**src/hw/akp_defines.svh**
```systemverilog
// Offsets, field positions, reset values and timing counts of the block
`ifndef AKP_DEFINES_SVH
`define AKP_DEFINES_SVH

// Serial command word layout
`define AKP_CMD_READ_BIT 15
`define AKP_CMD_PAGE_HI 14
`define AKP_CMD_PAGE_LO 11
`define AKP_CMD_ADDR_HI 10
`define AKP_CMD_ADDR_LO 5
`define AKP_PAGE 4'h2

// Register offsets within the page
`define AKP_BYPASS_VOL_OFS 6'h03
`define AKP_KEYCLICK_OFS 6'h04
`define AKP_POWER_OFS 6'h05

// Bypass volume field
`define AKP_BP_MUTE_BIT 7
`define AKP_BP_GAIN_MIN 7'h20
`define AKP_BYPASS_RESET 16'h80E7

// Keyclick register fields
`define AKP_KC_START_BIT 15
`define AKP_KC_MONO_BIT 2
`define AKP_KC_RATE_BIT 1
`define AKP_KC_DONE_BIT 0
`define AKP_KC_WMASK 16'hF7F6
`define AKP_KEYCLICK_RESET 16'h4410

// Power register fields
`define AKP_PWR_UPPER_RESET 8'hFF
`define AKP_PWR_DONE_BIT 7

// Timing, in ns, and derived cycle counts
`define AKP_CLK_NS 20
`define AKP_STEP_NS 20000
`define AKP_STEP_CYC (`AKP_STEP_NS / `AKP_CLK_NS)
`define AKP_SETTLE_NS 1000
`define AKP_SETTLE_CYC (`AKP_SETTLE_NS / `AKP_CLK_NS)
`define AKP_VCM_START_NS 500000
`define AKP_VCM_START_CYC (`AKP_VCM_START_NS / `AKP_CLK_NS)
`define AKP_TONE_HALF_NS 8000000
`define AKP_TONE_HALF_CYC (`AKP_TONE_HALF_NS / `AKP_CLK_NS)

`endif

```
**src/hw/akp_pkg.sv**
```systemverilog
// Types shared by the audio keyclick and power control block
package akp_pkg;

  // Effective power state of every audio section, 1 = powered
  typedef struct packed {
    logic midrail_reference;
    logic bypass;
    logic headphone_amp;
    logic mono_driver;
    logic stereo_dac;
    logic left_adc;
    logic right_adc;
    logic line_inputs;
    logic mic_preamp;
    logic left_mux_vol;
    logic right_mux_vol;
  } akp_power_s;

  // Right bypass gain as applied to the analog path
  typedef struct packed {
    logic muted;
    logic [6:0] gain;
  } akp_bypass_s;

endpackage

```
**src/hw/akp_audio_ctrl.sv**
```systemverilog
// Audio keyclick, bypass volume, mono select and power control registers
//
// Behaviour
// - Mute soft-steps gain down, then mutes; reverse.
// - Right bypass mute resets to one.
// - Seven-bit gain code, half-dB steps.
// - Gain code below 20h also mutes.
// - Gain field resets to unity code.
// - Writing click start launches one tone.
// - Three-bit click amplitude, reset medium.
// - Click frequency doubles per code step.
// - Click lasts (code+1)*2 tone periods.
// - Reserved keyclick bits read zero.
// - Mono select picks ADC or line mix.
// - Step rate 20 or 40 us.
// - Step done flag reads completion, resets one.
// - Upper power bits: one down, zero up.
// - Global power-down overrides, keeps bits.
// - Reference policy: on demand or sticky.
// - Mono driver pulls up inputs, left chain.
// - ADCs pull up inputs and own chain.
// - Bypass, headphone, DAC have own bits.
// - Power done flag low while sequencing.
`timescale 1ns/100ps
`include "akp_defines.svh"
module akp_audio_ctrl #(
  parameter int unsigned TONE_HALF_CYC = `AKP_TONE_HALF_CYC,
  parameter int unsigned VCM_START_CYC = `AKP_VCM_START_CYC
) (
  // Clock and reset
  input wire logic ref_clk_i,
  input wire logic rst_n_i,
  // Serial host port
  input wire logic host_sclk_i,
  input wire logic host_cs_n_i,
  input wire logic host_mosi_i,
  output logic host_miso_o,
  output logic host_miso_oe_n_o,
  // Analog controls
  output akp_pkg::akp_bypass_s right_bypass_o,
  output logic mono_source_select_o,
  output logic click_tone_o,
  output logic [2:0] click_amplitude_o,
  output akp_pkg::akp_power_s power_o
);
  import akp_pkg::*;

  ////////////////////////////////////////////////////////////////////////////
  // Serial host port
  logic [2:0] sclk_q;
  logic [1:0] cs_n_q;
  logic [1:0] mosi_q;
  logic [5:0] bit_cnt_q;
  logic [15:0] shift_in_q;
  logic [15:0] shift_out_q;
  logic [15:0] cmd_q;
  logic miso_q;
  logic miso_oe_n_q;
  logic sclk_rise;
  logic wr_stb;
  logic [5:0] wr_addr;
  logic [15:0] wr_data;
  logic [15:0] rd_data;

  // Two flops per pin; the third sclk stage only feeds edge detection
  always_ff @(posedge ref_clk_i) begin
    if (!rst_n_i) begin
      sclk_q <= 3'h0;
      cs_n_q <= 2'h3;
      mosi_q <= 2'h0;
    end else begin
      sclk_q <= {sclk_q[1:0], host_sclk_i};
      cs_n_q <= {cs_n_q[0], host_cs_n_i};
      mosi_q <= {mosi_q[0], host_mosi_i};
    end
  end

  assign sclk_rise = sclk_q[1] & ~sclk_q[2] & ~cs_n_q[1];
  assign wr_data = {shift_in_q[14:0], mosi_q[1]};
  assign wr_addr = cmd_q[`AKP_CMD_ADDR_HI:`AKP_CMD_ADDR_LO];
  // Write commits on the 32nd rising edge, page 2 only
  assign wr_stb = sclk_rise && bit_cnt_q == 6'h1F && !cmd_q[`AKP_CMD_READ_BIT]
    && cmd_q[`AKP_CMD_PAGE_HI:`AKP_CMD_PAGE_LO] == `AKP_PAGE;

  // Read data leaves on rising edges so it is stable at the next one
  always_ff @(posedge ref_clk_i) begin
    if (!rst_n_i || cs_n_q[1]) begin
      bit_cnt_q <= 6'h00;
      shift_in_q <= 16'h0000;
      shift_out_q <= 16'h0000;
      cmd_q <= 16'h0000;
      miso_q <= 1'b0;
      miso_oe_n_q <= 1'b1;
    end else if (sclk_rise) begin
      shift_in_q <= wr_data;
      if (bit_cnt_q != 6'h20) begin
        bit_cnt_q <= bit_cnt_q + 6'h01;
      end
      if (bit_cnt_q == 6'h0F) begin
        cmd_q <= wr_data;
        miso_q <= rd_data[15];
        shift_out_q <= {rd_data[14:0], 1'b0};
        miso_oe_n_q <= ~wr_data[`AKP_CMD_READ_BIT];
      end else if (bit_cnt_q > 6'h0F) begin
        miso_q <= shift_out_q[15];
        shift_out_q <= {shift_out_q[14:0], 1'b0};
      end
    end
  end

  ////////////////////////////////////////////////////////////////////////////
  // Register storage
  logic [15:0] bypass_q;
  logic [15:0] keyclick_q;
  logic [7:0] power_q;
  logic step_done_q;
  logic power_done_q;
  logic click_end;

  // Read mux; reserved keyclick bits and unlisted addresses read zero
  function automatic logic [15:0] rd_data_f(input logic [15:0] cmd);
    logic [15:0] r;
    r = 16'h0000;
    if (cmd[`AKP_CMD_PAGE_HI:`AKP_CMD_PAGE_LO] == `AKP_PAGE) begin
      unique case (cmd[`AKP_CMD_ADDR_HI:`AKP_CMD_ADDR_LO])
        `AKP_BYPASS_VOL_OFS: r = bypass_q;
        `AKP_KEYCLICK_OFS: r = (keyclick_q & `AKP_KC_WMASK)
          | {15'h0000, step_done_q};
        `AKP_POWER_OFS: r = {power_q, power_done_q, 7'h00};
        default: r = 16'h0000;
      endcase
    end
    return r;
  endfunction
  assign rd_data = rd_data_f(wr_data); // Looked up as the command completes
  // Bypass volume register; resets muted at unity gain
  always_ff @(posedge ref_clk_i) begin
    if (!rst_n_i) begin
      bypass_q <= `AKP_BYPASS_RESET;
    end else if (wr_stb && wr_addr == `AKP_BYPASS_VOL_OFS) begin
      bypass_q <= wr_data;
    end
  end
  // Keyclick register; a write of start wins over the self-clear
  always_ff @(posedge ref_clk_i) begin
    if (!rst_n_i) begin
      keyclick_q <= `AKP_KEYCLICK_RESET;
    end else if (wr_stb && wr_addr == `AKP_KEYCLICK_OFS) begin
      keyclick_q <= wr_data & `AKP_KC_WMASK;
    end else if (click_end) begin
      keyclick_q[`AKP_KC_START_BIT] <= 1'b0;
    end
  end
  // Upper power bits; low half belongs to other logic
  always_ff @(posedge ref_clk_i) begin
    if (!rst_n_i) begin
      power_q <= `AKP_PWR_UPPER_RESET;
    end else if (wr_stb && wr_addr == `AKP_POWER_OFS) begin
      power_q <= wr_data[15:8];
    end
  end

  ////////////////////////////////////////////////////////////////////////////
  // Soft-step engine for the right bypass gain
  logic [11:0] step_cnt_q;
  logic step_tick;
  akp_bypass_s bp_q;
  logic want_mute;
  logic [6:0] gain_set;

  // Step tick every 20 us, or 40 us at half rate
  assign step_tick = step_cnt_q == 12'h000;
  always_ff @(posedge ref_clk_i) begin
    if (!rst_n_i || step_tick) begin
      step_cnt_q <= keyclick_q[`AKP_KC_RATE_BIT]
        ? 12'(2 * `AKP_STEP_CYC - 1) : 12'(`AKP_STEP_CYC - 1);
    end else begin
      step_cnt_q <= step_cnt_q - 12'h001;
    end
  end

  assign gain_set = bypass_q[6:0];
  assign want_mute = bypass_q[`AKP_BP_MUTE_BIT]
    || gain_set < `AKP_BP_GAIN_MIN;

  // Gain walks one code per tick; mute engages only at the floor
  always_ff @(posedge ref_clk_i) begin
    if (!rst_n_i) begin
      bp_q <= '{muted: 1'b1, gain: `AKP_BP_GAIN_MIN};
    end else if (step_tick) begin
      if (want_mute) begin
        if (bp_q.gain > `AKP_BP_GAIN_MIN) begin
          bp_q.gain <= bp_q.gain - 7'h01;
        end else begin
          bp_q.muted <= 1'b1;
        end
      end else if (bp_q.muted) begin
        bp_q.muted <= 1'b0;
      end else if (bp_q.gain < gain_set) begin
        bp_q.gain <= bp_q.gain + 7'h01;
      end else if (bp_q.gain > gain_set) begin
        bp_q.gain <= bp_q.gain - 7'h01;
      end
    end
  end
  // Done one cycle after target and applied state agree
  always_ff @(posedge ref_clk_i) begin
    if (!rst_n_i) begin
      step_done_q <= 1'b1;
    end else begin
      step_done_q <= want_mute
        ? (bp_q.muted && bp_q.gain == `AKP_BP_GAIN_MIN)
        : (!bp_q.muted && bp_q.gain == gain_set);
    end
  end

  ////////////////////////////////////////////////////////////////////////////
  // Keyclick tone generator
  logic [18:0] half_cnt_q;
  logic [5:0] halves_q;
  logic tone_q;
  logic click_run_q;

  // Half period halves per code step: 62.5 Hz at 000 to 8 kHz at 111
  function automatic logic [18:0] half_len_f(input logic [2:0] code);
    return 19'((TONE_HALF_CYC >> code) - 1);
  endfunction

  assign click_end = click_run_q && half_cnt_q == 19'h00000
    && halves_q == 6'h00;

  // Clearing start mid-tone aborts it
  always_ff @(posedge ref_clk_i) begin
    if (!rst_n_i || !keyclick_q[`AKP_KC_START_BIT] || click_end) begin
      click_run_q <= 1'b0;
      tone_q <= 1'b0;
      half_cnt_q <= 19'h00000;
      halves_q <= 6'h00;
    end else if (!click_run_q) begin
      click_run_q <= 1'b1;
      tone_q <= 1'b1;
      half_cnt_q <= half_len_f(keyclick_q[10:8]);
      halves_q <= {keyclick_q[7:4], 2'b11};
    end else if (half_cnt_q == 19'h00000) begin
      tone_q <= ~tone_q;
      half_cnt_q <= half_len_f(keyclick_q[10:8]);
      halves_q <= halves_q - 6'h01;
    end else begin
      half_cnt_q <= half_cnt_q - 19'h00001;
    end
  end

  ////////////////////////////////////////////////////////////////////////////
  // Power control
  akp_power_s pwr_d;
  akp_power_s pwr_q;
  logic [14:0] settle_q;
  logic any_up;

  // Global bit masks all sections except a reference held on by the sticky policy; individual bits are kept
  always_comb begin
    pwr_d = '0;
    if (!power_q[7]) begin
      pwr_d.bypass = !power_q[5];
      pwr_d.headphone_amp = !power_q[4];
      pwr_d.mono_driver = !power_q[3];
      pwr_d.stereo_dac = !power_q[2];
      pwr_d.left_adc = !power_q[1];
      pwr_d.right_adc = !power_q[0];
    end
    pwr_d.line_inputs = pwr_d.mono_driver || pwr_d.left_adc
      || pwr_d.right_adc;
    pwr_d.mic_preamp = pwr_d.line_inputs;
    pwr_d.left_mux_vol = pwr_d.mono_driver || pwr_d.left_adc;
    pwr_d.right_mux_vol = pwr_d.right_adc;
    any_up = pwr_d.bypass || pwr_d.stereo_dac || pwr_d.line_inputs
      || pwr_d.headphone_amp;
    // Sticky policy saves the slow reference start-up on re-use
    pwr_d.midrail_reference = any_up
      || (!power_q[6] && pwr_q.midrail_reference);
  end

  always_ff @(posedge ref_clk_i) begin
    if (!rst_n_i) begin
      pwr_q <= '0;
    end else begin
      pwr_q <= pwr_d;
    end
  end

  // Reference start-up dominates; other sections settle quickly
  always_ff @(posedge ref_clk_i) begin
    if (!rst_n_i) begin
      settle_q <= 15'h0000;
    end else if (pwr_d.midrail_reference && !pwr_q.midrail_reference) begin
      settle_q <= 15'(VCM_START_CYC);
    end else if (pwr_d != pwr_q && settle_q < 15'(`AKP_SETTLE_CYC)) begin
      settle_q <= 15'(`AKP_SETTLE_CYC);
    end else if (settle_q != 15'h0000) begin
      settle_q <= settle_q - 15'h0001;
    end
  end

  always_ff @(posedge ref_clk_i) begin
    if (!rst_n_i) begin
      power_done_q <= 1'b1;
    end else begin
      power_done_q <= settle_q == 15'h0000 && pwr_d == pwr_q;
    end
  end

  ////////////////////////////////////////////////////////////////////////////
  // Outputs, all from flops
  logic mono_q;
  logic [2:0] amp_q;

  always_ff @(posedge ref_clk_i) begin
    if (!rst_n_i) begin
      mono_q <= 1'b0;
      amp_q <= 3'h4;
    end else begin
      mono_q <= keyclick_q[`AKP_KC_MONO_BIT];
      amp_q <= keyclick_q[14:12];
    end
  end

  assign host_miso_o = miso_q;
  assign host_miso_oe_n_o = miso_oe_n_q;
  assign right_bypass_o = bp_q;
  assign mono_source_select_o = mono_q;
  assign click_tone_o = tone_q;
  assign click_amplitude_o = amp_q;
  assign power_o = pwr_q;

endmodule // akp_audio_ctrl

```
**config.mk**
```make
export PLATFORM = sky130hd
export DESIGN_NAME = akp_audio_ctrl
export DESIGN_NICKNAME = d
export VERILOG_FILES = /design/src/hw/akp_pkg.sv /design/src/hw/akp_audio_ctrl.sv
export VERILOG_INCLUDE_DIRS = /design/src /design/src/hw
export SDC_FILE = /design/constraint.sdc
export NUM_CORES = 1
export LEC_CHECK = 0
export BUFFER_PORTS_ARGS = -buffer_cell sky130_fd_sc_hd__buf_2
export CAP_MARGIN = 20
export CORE_MARGIN = 2
export CORE_UTILIZATION = 31
export CTS_CLUSTER_DIAMETER = 80
export DETAILED_ROUTE_END_ITERATION = 12
export GPL_TIMING_DRIVEN = 0
export MAX_ROUTING_LAYER = met4
export PLACE_DENSITY = 0.48
export REMOVE_ABC_BUFFERS = 1
export SYNTH_ARGS = -nofsm -noshare
export SYNTH_HDL_FRONTEND = slang
export SYNTH_SLANG_ARGS = --single-unit
export TNS_END_PERCENT = 100
```
**constraint.sdc**
```tcl
create_clock -name ref_clk_i -period 2.3 [get_ports ref_clk_i]
set_clock_uncertainty 0.05 [all_clocks]
set_input_delay 0.345 -clock ref_clk_i [delete_from_list [all_inputs] [get_ports ref_clk_i]]
set_output_delay 0.345 -clock ref_clk_i [all_outputs]
set_load 0.005 [all_outputs]
```
# Word-level counts from Yosys, hierarchy flattened
# Cells that the tools add are included.
[totals]
reg_bits = 176
inputBits = 5
output_inout_bits = 26
elab_cells = 160
[classes]
add_sub_neg = 8
order_cmp = 6
n_eq_ne = 19
n_shift = 1
mux = 28
n_bitwise = 8
n_reduce_logical = 54
[op_table]
columns = ["op", "n"]
rows = [
  ["$mux 16", 3],
  ["$pmux 16 s3", 1],
  ["$mux 15", 3],
  ["$mux 19", 2],
  ["$sub 19x1->19 const B", 2],
  ["$mux 7", 4],
  ["$eq 6x3->1 const B", 4],
  ["$logic_not 19->1", 1],
  ["$shr 19x3->19 const A", 1],
  ["$mux 6", 3],
  ["$or 16x1->16", 1],
  ["$logic_not 15->1", 1],
  ["$lt 15x6->1 const B", 1],
  ["$reduce_bool 15->1", 1],
  ["$sub 15x1->15 const B", 1],
  ["$logic_and 1x1->1", 14],
  ["$eq 6x2->1 const B", 2],
  ["$logic_not 1->1", 12],
  ["$logic_not 12->1", 1],
  ["$mux 12", 1],
  ["$sub 12x1->12 const B", 1],
  ["$eq 11x11->1", 1],
  ["$logic_or 1x1->1", 11],
  ["$mux 11", 1],
  ["other kinds (29)", 51],
]

# Longest topological paths before layout
# Gate-level depths: netlist (run 1).
[depth]
ltp_word = 11
ltp_mapped = 10
depth_no_buf = 9

# Worst setup path after synthesis (run 1)
# Ideal clock, no wire load.
[synth_path]
path_kind = "reg2reg"
from = "register bypass_q[6]"
to = "register bp_q, in the netlist right_bypass_o[4]"
setup_time_ns = 0.070
arrival_time_ns = 2.323
required_ns = 2.180
slack_ns = -0.144
stages_incl_launch_ff = 9
path_buffers = 0
period_less_slack_ns = 2.444
cell_sequence = "dfxtp_1 inv_1 ha_1 a21o_1 a311o_1 nor2_1 mux2_2 or3_1 a21oi_1"
[synth_via]
elab_chain_cells = 4
word_cells_on_any_way = 11
cone_classes = "order compare (3); eq/ne (2); mux (3); reduce/logical (3)"
[synth_lines]
columns = ["element", "line_no", "text"]
rows = [
  ["from (decl)", "akp_audio_ctrl.sv:113", "logic [15:0] bypass_q;"],
  ["from (signal assigned)", "akp_audio_ctrl.sv:139", "bypass_q <= `AKP_BYPASS_RESET;"],
  ["from (signal assigned)", "akp_audio_ctrl.sv:141", "bypass_q <= wr_data;"],
  ["$lt 7x6->1 (no source line) or $lt 7x7->1 (tied branches)", "--", ""],
  ["$logic_or 1x1->1 (no source line) or $mux 7 (tied branches)", "--", ""],
  ["$ne 2x1->1 (no source line), or another cell as far along", "--", ""],
  ["$reduce_and 4->1 (no source line) or $mux 8 (tied branches)", "--", ""],
  ["to (signal assigned)", "akp_audio_ctrl.sv:189", "bp_q <= '{muted: 1'b1, gain: `AKP_BP_GAIN_MIN};"],
  ["to (decl)", "akp_audio_ctrl.sv:167", "akp_bypass_s bp_q;"],
]
# Parallel ways exist; a longest one is shown, timed or not. The select of a mux whose other input is x is not followed.
# A chain may end at the register's enable or synchronous reset.

# Final worst setup path (run 1)
# Same ends and word-level chain as after synthesis.

==> metrics.csv, run 1 <==
stage,metric,value,unit
routing,drt drc,0,
yosys,synthesized area,8120,um^2
power_and_ir_drop,Pint,4.82,mW
critical_path,Worst Path Arrival,2580,ps
floorplan,# IOs,31,
power_and_ir_drop,Clk network pwr share,42.0,%
yosys,fraction of registers with async set/reset,0,%
place,DP Worst Slack,-920,ps
timing,Final Hold Fails,0,
finish,final instance count without filler cells,1352,
routing,met1 wire length,9900,um
timing,RSZ-0062 raised after global routing,true,
routing,vias,6676,
routing,routed wl met2,9200,um
routing,Top Metal Used,met4,
finish,Final Util,38.2,%
clock_network,clk slew on worst S/H paths,80,ps
yosys,Mean Syn Cell Area,8.62,um^2
power_and_ir_drop,Comb pwr share,11.5,%
floorplan,die area,27500,um^2
routing,first drt pass iteration count,4,
yosys,warnings from Yosys,0,
power_and_ir_drop,switch share,28.8,%
yosys,number of synthesized flops with an enable pin,0,
critical_path,slowest CP cell,a311o_1,
clock_network,TritonCTS Buffers,17,
critical_path,worst-case reg-to-reg path depth,8,
floorplan,die width,166,um
timing,Final setup viols,0,
critical_path,Crit. End Element,register,
routing,DRT Wirelength,19900,um
global_route,first-pass GRT wire length,33000,um
job,Max Cap Viol,0,
timing,setup TNS,0,ps
status,outcome,"finished, final reports clean",
finish,design area,9900,um^2
power_and_ir_drop,P per Cell Area,684,nW/um^2
yosys,main flop type after synthesis,dfxtp_1,
clock_network,CTS max path bufs,2,
critical_path,Critical Path Fanout Max,3,
critical_path,Setup Crit Path Kind,reg -> reg,
yosys,"Distinct cells, synth",75,
routing,initial DRC count,285,
timing,Worst-Margin Slew,701,ps
finish,area grow syn2layout,21.9,%
global_route,GRT Util Overall,14.9,%
yosys,sequential area share after synthesis,41.9,%
global_route,initial antenna violation count,0,
clock_network,worst skew pair latency,440,ps
clock_network,Root Buffer,clkbuf_16,
yosys,Cells after Synth,942,
power_and_ir_drop,VDD IR max,0.370,mV
finish,nets,1039,
clock_network,CTS tree,yes,
power_and_ir_drop,net switching power,1.95,mW
routing,Avg Vias per Cell,4.94,
critical_path,"critical path, cell by cell",inv_2 > ha_4 > a21o_1 > a311o_1 > nor2_4 > mux2_4 > or3_1 > a21oi_2,
place,Detailed Place HPWL,12500,um
floorplan,core footprint,25900,um^2
finish,share of layout cells above drive strength 1,22.5,%
global_route,largest net degree at the start of global routing,53,
place,Placed Instances,1268,
place,Post-DP Area,8580,um^2
floorplan,Cell Rows,59,
finish,Antenna diodes,0,
timing,final critical-path share of the clock period,99.4,%
power_and_ir_drop,leakage power,3.76,nW
finish,"commonest cells after routing, fill and taps aside","168 x nand2_1, 145 x dfxtp_1, 80 x nor2_1, 63 x a21oi_1, 46 x buf_4",
clock_network,number of hold buffers added after cts,0,
timing,Final WS setup,14.2,ps
routing,WL/cell,14.7,um
clock_network,number of H-tree levels,4,
timing,min Tclk post-route,2290,ps
critical_path,worst stage delay on the critical path,380,ps
global_route,total grt overflow,0,
place,GPL Wtd Cong,0.771,
yosys,synthesized flop and latch total,170,
timing,Max Slew Vio Count,0,
clock_network,clk sinks,170,
routing,wire length on met3,470,um
min_path,hold-critical path depth,2,
place,I/O Buffers,30,
timing,relative slew slack,53.3,%
global_route,vias in the first global route,6362,
power_and_ir_drop,sequential power share,46.5,%
min_path,HP Class,in -> reg,
finish,"commonest non-fill, non-tap cell in the layout",nand2_1,
critical_path,Worst EP required,2590,ps
floorplan,Die Y,166,um
routing,DRT antenna net count,0,
timing,Max Clock Freq,437,MHz
floorplan,Initial Util,31.3,%
critical_path,Startpoint Class,register,
[power groups by stage]
stage	registers, mW	logic [mW]	clock network, mW
2_1_floorplan	3.20	0.598	0
3_3_place_gp	3.23	0.728	0
3_5_place_dp	3.22	0.736	0
4_1_cts	3.15	0.761	2.92
5_1_grt	3.16	0.879	3.07
6_report	3.15	0.777	2.85
[synthesized netlist by cell type, types with 10 or more instances]
library cell | instances | share of area [%]
inv_1 | 27 | 1.2
ha_1 | 30 | 4.6
xnor2_1 | 33 | 3.6
nand2b_1 | 13 | 1.0
nor2_1 | 83 | 3.8
dfxtp_1 | 170 | 42
nand2_1 | 170 | 7.9
o21ai_0 | 26 | 1.6
a21oi_1 | 69 | 4.3
mux2i_1 | 25 | 3.1
nor3_1 | 28 | 1.7
a211oi_1 | 22 | 2.0
clkbuf_1 | 33 | 1.5
xor2_1 | 19 | 2.0
and2_1 | 14 | 1.1
nor4_1 | 10 | 0.77
nor3_2 | 10 | 1.2
nand3_1 | 22 | 1.4
[critical path, delay by kind of cell (launching register included)]
family / cells / cell delay [ps]
and+or+nand+nor: 2 / 520
DFF: 1 / 350
muxes: 1 / 320
buffers and inverters: 1 / 60
AOI/OAI and AO/OA: 3 / 690
adders and majority gates: 1 / 210
[routing by layer]
layer,up-vias,track usage [%]
met5,-,-
met4,0,5.03
met3,22,2.22
met2,76,23.5
met1,3152,19.5
li1,3426,-
[state kept, by name, indices dropped and copies added, names as in the netlist, 2 cells and up]
| signal | cells |
|---|---|
| click_amplitude_o | 3 |
| halves_q | 6 |
| cs_n_q | 2 |
| right_bypass_o | 8 |
| bit_cnt_q | 6 |
| mosi_q | 2 |
| step_cnt_q | 12 |
| half_cnt_q | 19 |
| cmd_q | 11 |
| shift_out_q | 15 |
| sclk_q | 3 |
| settle_q | 15 |
| bypass_q | 16 |
| keyclick_q | 13 |
| power_o | 9 |
| shift_in_q | 15 |
| power_q | 8 |
[through the flow]
stage          total power, mW  hold slack [ps]
4_1_cts                   6.83             15.5
3_3_place_gp              3.95              352
2_1_floorplan             3.79              336
5_1_grt                   7.12             17.9
6_report                  6.77             26.9
3_5_place_dp              3.96              355
[logic make-up (layout without fill, tap and decap cells)]
logic type,count (synthesis),in the layout,share of synthesized area [%]
buffers and inverters,73,148,3.71
XOR/XNOR,52,52,5.61
AO/OA/AOI/OAI,184,184,15.7
AND/OR/NAND/NOR,404,404,24.9
multiplexers,29,29,3.64
adder cells (fa/ha/maj),30,30,4.62
flip-flops,170,170,41.9
[final timing paths]
kind / from / end / slack (ps)
worst max register to register: bypass_q[6] / right_bypass_o[4] / 10
worst min-delay path: host_cs_n_i / cs_n_q[0] / 30
worst min register to register: cs_n_q[0] / cs_n_q[1] / 370
worst max-delay path: bypass_q[6] / right_bypass_o[4] / 10
[final cells by class]
type / instances / area (um^2)
Clock buffer: 17 / 425
Clock inverter: 15 / 154
Fill cell: 2638 / 16000
Inverter: 29 / 118
Multi-Input combinational cell: 699 / 4650
Sequential cell: 170 / 3470
Tap cell: 335 / 419
Timing Repair Buffer: 87 / 666
[what timing repair did]
| action | in CTS | in global routing |
|---|---|---|
| gates cloned | 0 | 0 |
| resized for setup | 52 | 44 |
| setup endpoints to repair | 102 | 95 |
| buffers inserted | 26 | 27 |
| pin swaps | 13 | 15 |
No activity file was read; power rests on OpenSTA's default activity.
==> inputs of run 2 (changes only) <==
- CELL_PAD_IN_SITES_DETAIL_PLACEMENT: unset -> 0
- CELL_PAD_IN_SITES_GLOBAL_PLACEMENT: unset -> 2
- PLACE_DENSITY: 0.48 -> 0.7
==> metrics.csv, run 2 (same netlist as run 1, synthesis figures left out) <==
stage,metric,value,unit
routing,Avg Vias per Cell,4.91,
timing,Final Hold Fails,0,
clock_network,Root Buffer,clkbuf_16,
routing,initial DRC count,349,
timing,Max Clock Freq,442,MHz
clock_network,number of H-tree levels,4,
floorplan,die width,166,um
global_route,GRT Util Overall,15.7,%
finish,"commonest non-fill, non-tap cell in the layout",nand2_1,
critical_path,worst stage delay on the critical path,380,ps
finish,"commonest cells after routing, fill and taps aside","167 x nand2_1, 144 x dfxtp_1, 81 x nor2_1, 62 x a21oi_1, 54 x buf_4",
critical_path,Crit path depth,10,
floorplan,core footprint,25900,um^2
finish,nets,1048,
timing,min Tclk post-route,2260,ps
routing,drt drc,0,
timing,Max Slew Vio Count,0,
global_route,initial antenna violation count,0,
critical_path,Top delay family on crit path,simple AND/OR/NAND/NOR gates,
status,outcome,"finished, final reports clean",
finish,area grow syn2layout,23.5,%
timing,setup TNS,0,ps
critical_path,worst reg2reg path startpoint,power_q[4],
place,I/O Buffers,30,
global_route,total grt overflow,0,
critical_path,"critical path, cell by cell",nand3_4 > a21oi_4 > o21ai_2 > ha_1 > a21boi_2 > o2111ai_1 > and4b_2 > nor4_4 > buf_6 > o31ai_1,
critical_path,Crit. End Element,register,
power_and_ir_drop,VDD IR max,0.410,mV
critical_path,Worst Path Arrival,2510,ps
place,GPL Wtd Cong,0.727,
routing,DRT Wirelength,20800,um
clock_network,TritonCTS Buffers,17,
finish,Top Registers,"half_cnt_q: 19 flops, bypass_q: 16 flops",
power_and_ir_drop,P per Cell Area,678,nW/um^2
finish,Antenna diodes,0,
critical_path,Setup Crit Path Kind,reg -> reg,
min_path,HP Start,host_cs_n_i,
clock_network,clk slew on worst S/H paths,80,ps
critical_path,Worst EP required,2550,ps
job,Max Cap Viol,0,
floorplan,die area,27500,um^2
critical_path,worst reg-to-reg setup slack,40,ps
critical_path,worst path bufs/invs,1,
floorplan,Initial Util,31.3,%
timing,relative slew slack,51.4,%
finish,number of flip-flops in the largest register,19,
clock_network,CTS tree,yes,
routing,WL/cell,15.3,um
finish,share of layout cells above drive strength 1,24.3,%
min_path,HP Class,in -> reg,
floorplan,Cell Rows,59,
routing,DRT antenna net count,0,
routing,vias,6685,
critical_path,slowest CP cell,dfxtp_4,
clock_network,CTS max path bufs,2,
clock_network,number of hold buffers added after cts,0,
clock_network,clk sinks,170,
critical_path,CP startpoint,power_q[4],
global_route,first-pass GRT wire length,34200,um
clock_network,worst skew pair latency,440,ps
floorplan,Die Y,166,um
finish,Biggest register,half_cnt_q,
global_route,vias in the first global route,6418,
critical_path,worst-case reg-to-reg path depth,10,
critical_path,CP Capture Point,settle_q[3],
finish,Final Util,38.7,%
place,Detailed Place HPWL,13100,um
power_and_ir_drop,leakage power,3.81,nW
timing,final critical-path share of the clock period,98.4,%
routing,first drt pass iteration count,4,
global_route,largest net degree at the start of global routing,53,
floorplan,# IOs,31,
timing,Worst-Margin Slew,727,ps
critical_path,Startpoint Class,register,
critical_path,Critical Path Fanout Max,5,
timing,RSZ-0062 raised after global routing,true,
timing,Final setup viols,0,
critical_path,FF-to-FF End,settle_q[3],
==> run 2: cell types whose count changed in the layout (fill, tap and decap cells not counted), sizes merged <==
cell,delta
clkinvlp,+1
inv,+1
clkinv,-2
buf,+9
==> run 2: worst min path at each step <==
stage | slack, ps | depth (start not counted) | endpoint
floorplan | 340 | 1 | cs_n_q[1]
global placement | 340 | 1 | cs_n_q[1]
detailed placement | 350 | 1 | cs_n_q[1]
CTS | 20 | 2 | cs_n_q[0]
global route | 30 | 2 | cs_n_q[0]
finish | 30 | 2 | cs_n_q[0]
==> run 2: layout make-up <==
| cell class | instances | area [um^2] |
|---|---|---|
| Fill cell | 2649 | 15900 |
| Multi-Input combinational cell | 699 | 4730 |
| Sequential cell | 170 | 3470 |
| Timing Repair Buffer | 96 | 722 |
| Clock buffer | 17 | 425 |
| Tap cell | 335 | 419 |
| Clock inverter | 15 | 149 |
| Inverter | 29 | 119 |
==> run 2: metal layers <==
metal / GRT usage, % / routed length (um) / share of wire (%) / up-vias
li1: - / - / - / 3444
met1: 21.0 / 10300 / 50 / 3159
met2: 24.5 / 9730 / 47 / 67
met3: 2.38 / 475 / 2.3 / 15
met4: 4.80 / 242 / 1.2 / 0
met5: - / 0 / 0 / -
==> run 2: through the flow <==
step / area (um^2) / power [mW] / setup slack (ps) / cells / hold slack [ps]
after CTS: 9600 / 6.85 / -91.4 / 1332 / 15.7
after global placement: 8500 / 3.97 / -1430 / 1263 / 344
after global routing: 10000 / 7.12 / -71.0 / 1361 / 27.7
final: 10000 / 6.80 / 37.7 / 1361 / 29.3
after detailed placement: 8580 / 3.96 / -1040 / 1268 / 351
after floorplan: 7930 / 3.79 / -396 / 898 / 336
==> run 2: repair_timing <==
item                       4_1_cts  5_1_grt
setup endpoints to repair      114       97
buffers inserted                33       30
pin swaps                       19       26
resized for setup               61       53
==> run 2: power by group <==
| group | total (mW) | switching (mW) | internal (mW) |
|---|---|---|---|
| Clock | 2.85 | 1.40 | 1.45 |
| Sequential | 3.15 | 0.118 | 3.03 |
| Combinational | 0.800 | 0.447 | 0.353 |
==> inputs of run 3 (changes only) <==
- CORE_UTILIZATION: 31 -> 35
- HOLD_SLACK_MARGIN: unset -> 0.12
- PLACE_DENSITY: 0.7 -> 0.77
==> metrics.csv, run 3 (same netlist as run 1, synthesis figures left out) <==
stage,metric,value,unit
place,Post-DP Area,8510,um^2
power_and_ir_drop,VDD IR max,0.405,mV
global_route,total grt overflow,0,
min_path,HP Class,in -> reg,
power_and_ir_drop,switch share,28.8,%
power_and_ir_drop,sequential power share,46.4,%
finish,Top Registers,"half_cnt_q: 19 flops, bypass_q: 16 flops",
finish,Biggest register,half_cnt_q,
finish,number of flip-flops in the largest register,19,
timing,final critical-path share of the clock period,97.6,%
routing,vias,6697,
place,Placed Instances,1218,
timing,Final Hold Fails,0,
global_route,initial antenna violation count,0,
place,Detailed Place HPWL,12700,um
routing,WL/cell,15.6,um
routing,DRT Wirelength,20400,um
place,I/O Buffers,30,
floorplan,die width,156,um
clock_network,clk sinks,170,
finish,"commonest non-fill, non-tap cell in the layout",nand2_1,
global_route,vias in the first global route,6570,
finish,share of layout cells above drive strength 1,23.3,%
floorplan,core footprint,22700,um^2
floorplan,Initial Util,35.8,%
critical_path,worst-case reg-to-reg path depth,11,
floorplan,# IOs,31,
critical_path,CP Capture Point,settle_q[2],
critical_path,worst reg-to-reg setup slack,60,ps
critical_path,FF-to-FF End,settle_q[2],
clock_network,TritonCTS Buffers,17,
clock_network,number of H-tree levels,4,
power_and_ir_drop,leakage power,3.77,nW
timing,relative slew slack,50.4,%
power_and_ir_drop,Clk network pwr share,42.3,%
place,GPL Wtd Cong,0.726,
power_and_ir_drop,P per Cell Area,684,nW/um^2
finish,design area,9950,um^2
finish,nets,1043,
floorplan,die area,24400,um^2
critical_path,Setup Crit Path Kind,reg -> reg,
clock_network,worst skew pair latency,440,ps
critical_path,Worst EP required,2570,ps
clock_network,CTS max path bufs,2,
critical_path,worst reg2reg path startpoint,power_q[2],
critical_path,Critical Path Fanout Max,7,
routing,drt drc,0,
power_and_ir_drop,Comb pwr share,11.4,%
power_and_ir_drop,Pint,4.84,mW
routing,DRT antenna net count,0,
critical_path,Startpoint Class,register,
clock_network,clk slew on worst S/H paths,70,ps
status,outcome,"finished, final reports clean",
critical_path,CP startpoint,power_q[2],
finish,Antenna diodes,0,
finish,"commonest cells after routing, fill and taps aside","168 x nand2_1, 146 x dfxtp_1, 80 x nor2_1, 61 x a21oi_1, 47 x buf_4",
routing,first drt pass iteration count,5,
timing,RSZ-0062 raised after global routing,true,
critical_path,Worst Path Arrival,2520,ps
floorplan,Cell Rows,55,
finish,area grow syn2layout,22.4,%
timing,setup TNS,0,ps
timing,worst hold slack,318,ps
timing,Worst-Margin Slew,742,ps
timing,Final setup viols,0,
timing,Max Slew Vio Count,0,
power_and_ir_drop,net switching power,1.96,mW
timing,Max Clock Freq,445,MHz
clock_network,CTS tree,yes,
routing,initial DRC count,266,
global_route,GRT Util Overall,17.7,%
routing,Avg Vias per Cell,5.13,
floorplan,Die Y,156,um
critical_path,Crit. End Element,register,
job,Max Cap Viol,0,
finish,final instance count without filler cells,1306,
clock_network,Root Buffer,clkbuf_16,
global_route,first-pass GRT wire length,33700,um
global_route,largest net degree at the start of global routing,53,
timing,min Tclk post-route,2240,ps
-- run 3: worst max-delay path, cell delays in order, from the launching register on --
cell and delay, ps:
dfxtp_4 370, nand3_4 70, a21oi_2 150, o21ai_2 70, ha_1 300, a21boi_2 160
o2111ai_1 70, and4b_2 310, buf_6 140, o41ai_4 220, buf_6 170, nor2_1 50
-- run 3: routing by layer --
metal | vias to the layer above | routed length (um) | GRT usage [%]
li1 | 3434 | - | -
met1 | 3185 | 9900 | 23.1
met2 | 68 | 9770 | 28.7
met5 | - | 0 | -
met3 | 10 | 525 | 3.46
met4 | 0 | 166 | 3.41
-- run 3: power by group through the flow --
stage	clock [mW]	sequential, mW	combinational, mW
finish	2.87	3.15	0.775
global route	3.08	3.17	0.880
CTS	2.96	3.15	0.765
detailed placement	0	3.22	0.736
global placement	0	3.22	0.734
floorplan	0	3.20	0.598
-- run 3: cell type report --
class	count	area, um^2
fillers	2313	12800
multi-input cells	700	4730
flip-flops and latches	170	3470
repair buffers	90	678
clock buffers	17	425
well taps	285	357
clock inverters	15	173
inverters	29	119
-- run 3: what timing repair did --
item                                    in CTS  in global routing
pin swaps                                   13                 24
cloned                                       0                  1
gates resized for setup                     54                 56
endpoints found under the setup margin     102                 93
hold buffers                                 3                  0
setup buffers                               35                 18
endpoints found under the hold margin        3                  0
-- run 3: worst min-delay path by stage --
stage                          from         end  cells past startpoint
final                       rst_n_i  power_q[3]                      2
after global routing        rst_n_i  power_q[4]                      2
after CTS                   rst_n_i  power_q[3]                      2
after detailed placement  cs_n_q[0]   cs_n_q[1]                      1
after global placement    cs_n_q[0]   cs_n_q[1]                      1
after floorplan           cs_n_q[0]   cs_n_q[1]                      1
-- run 3: stage by stage --
step                power (mW)  worst slack (ps)  utilization [%]
floorplan                 3.79              -396                -
global placement          3.96             -1390             37.2
detailed placement        3.96             -1000             37.5
CTS                       6.88             -19.0             42.2
global route              7.13             -73.4             43.8
finish                    6.80              55.1             43.8
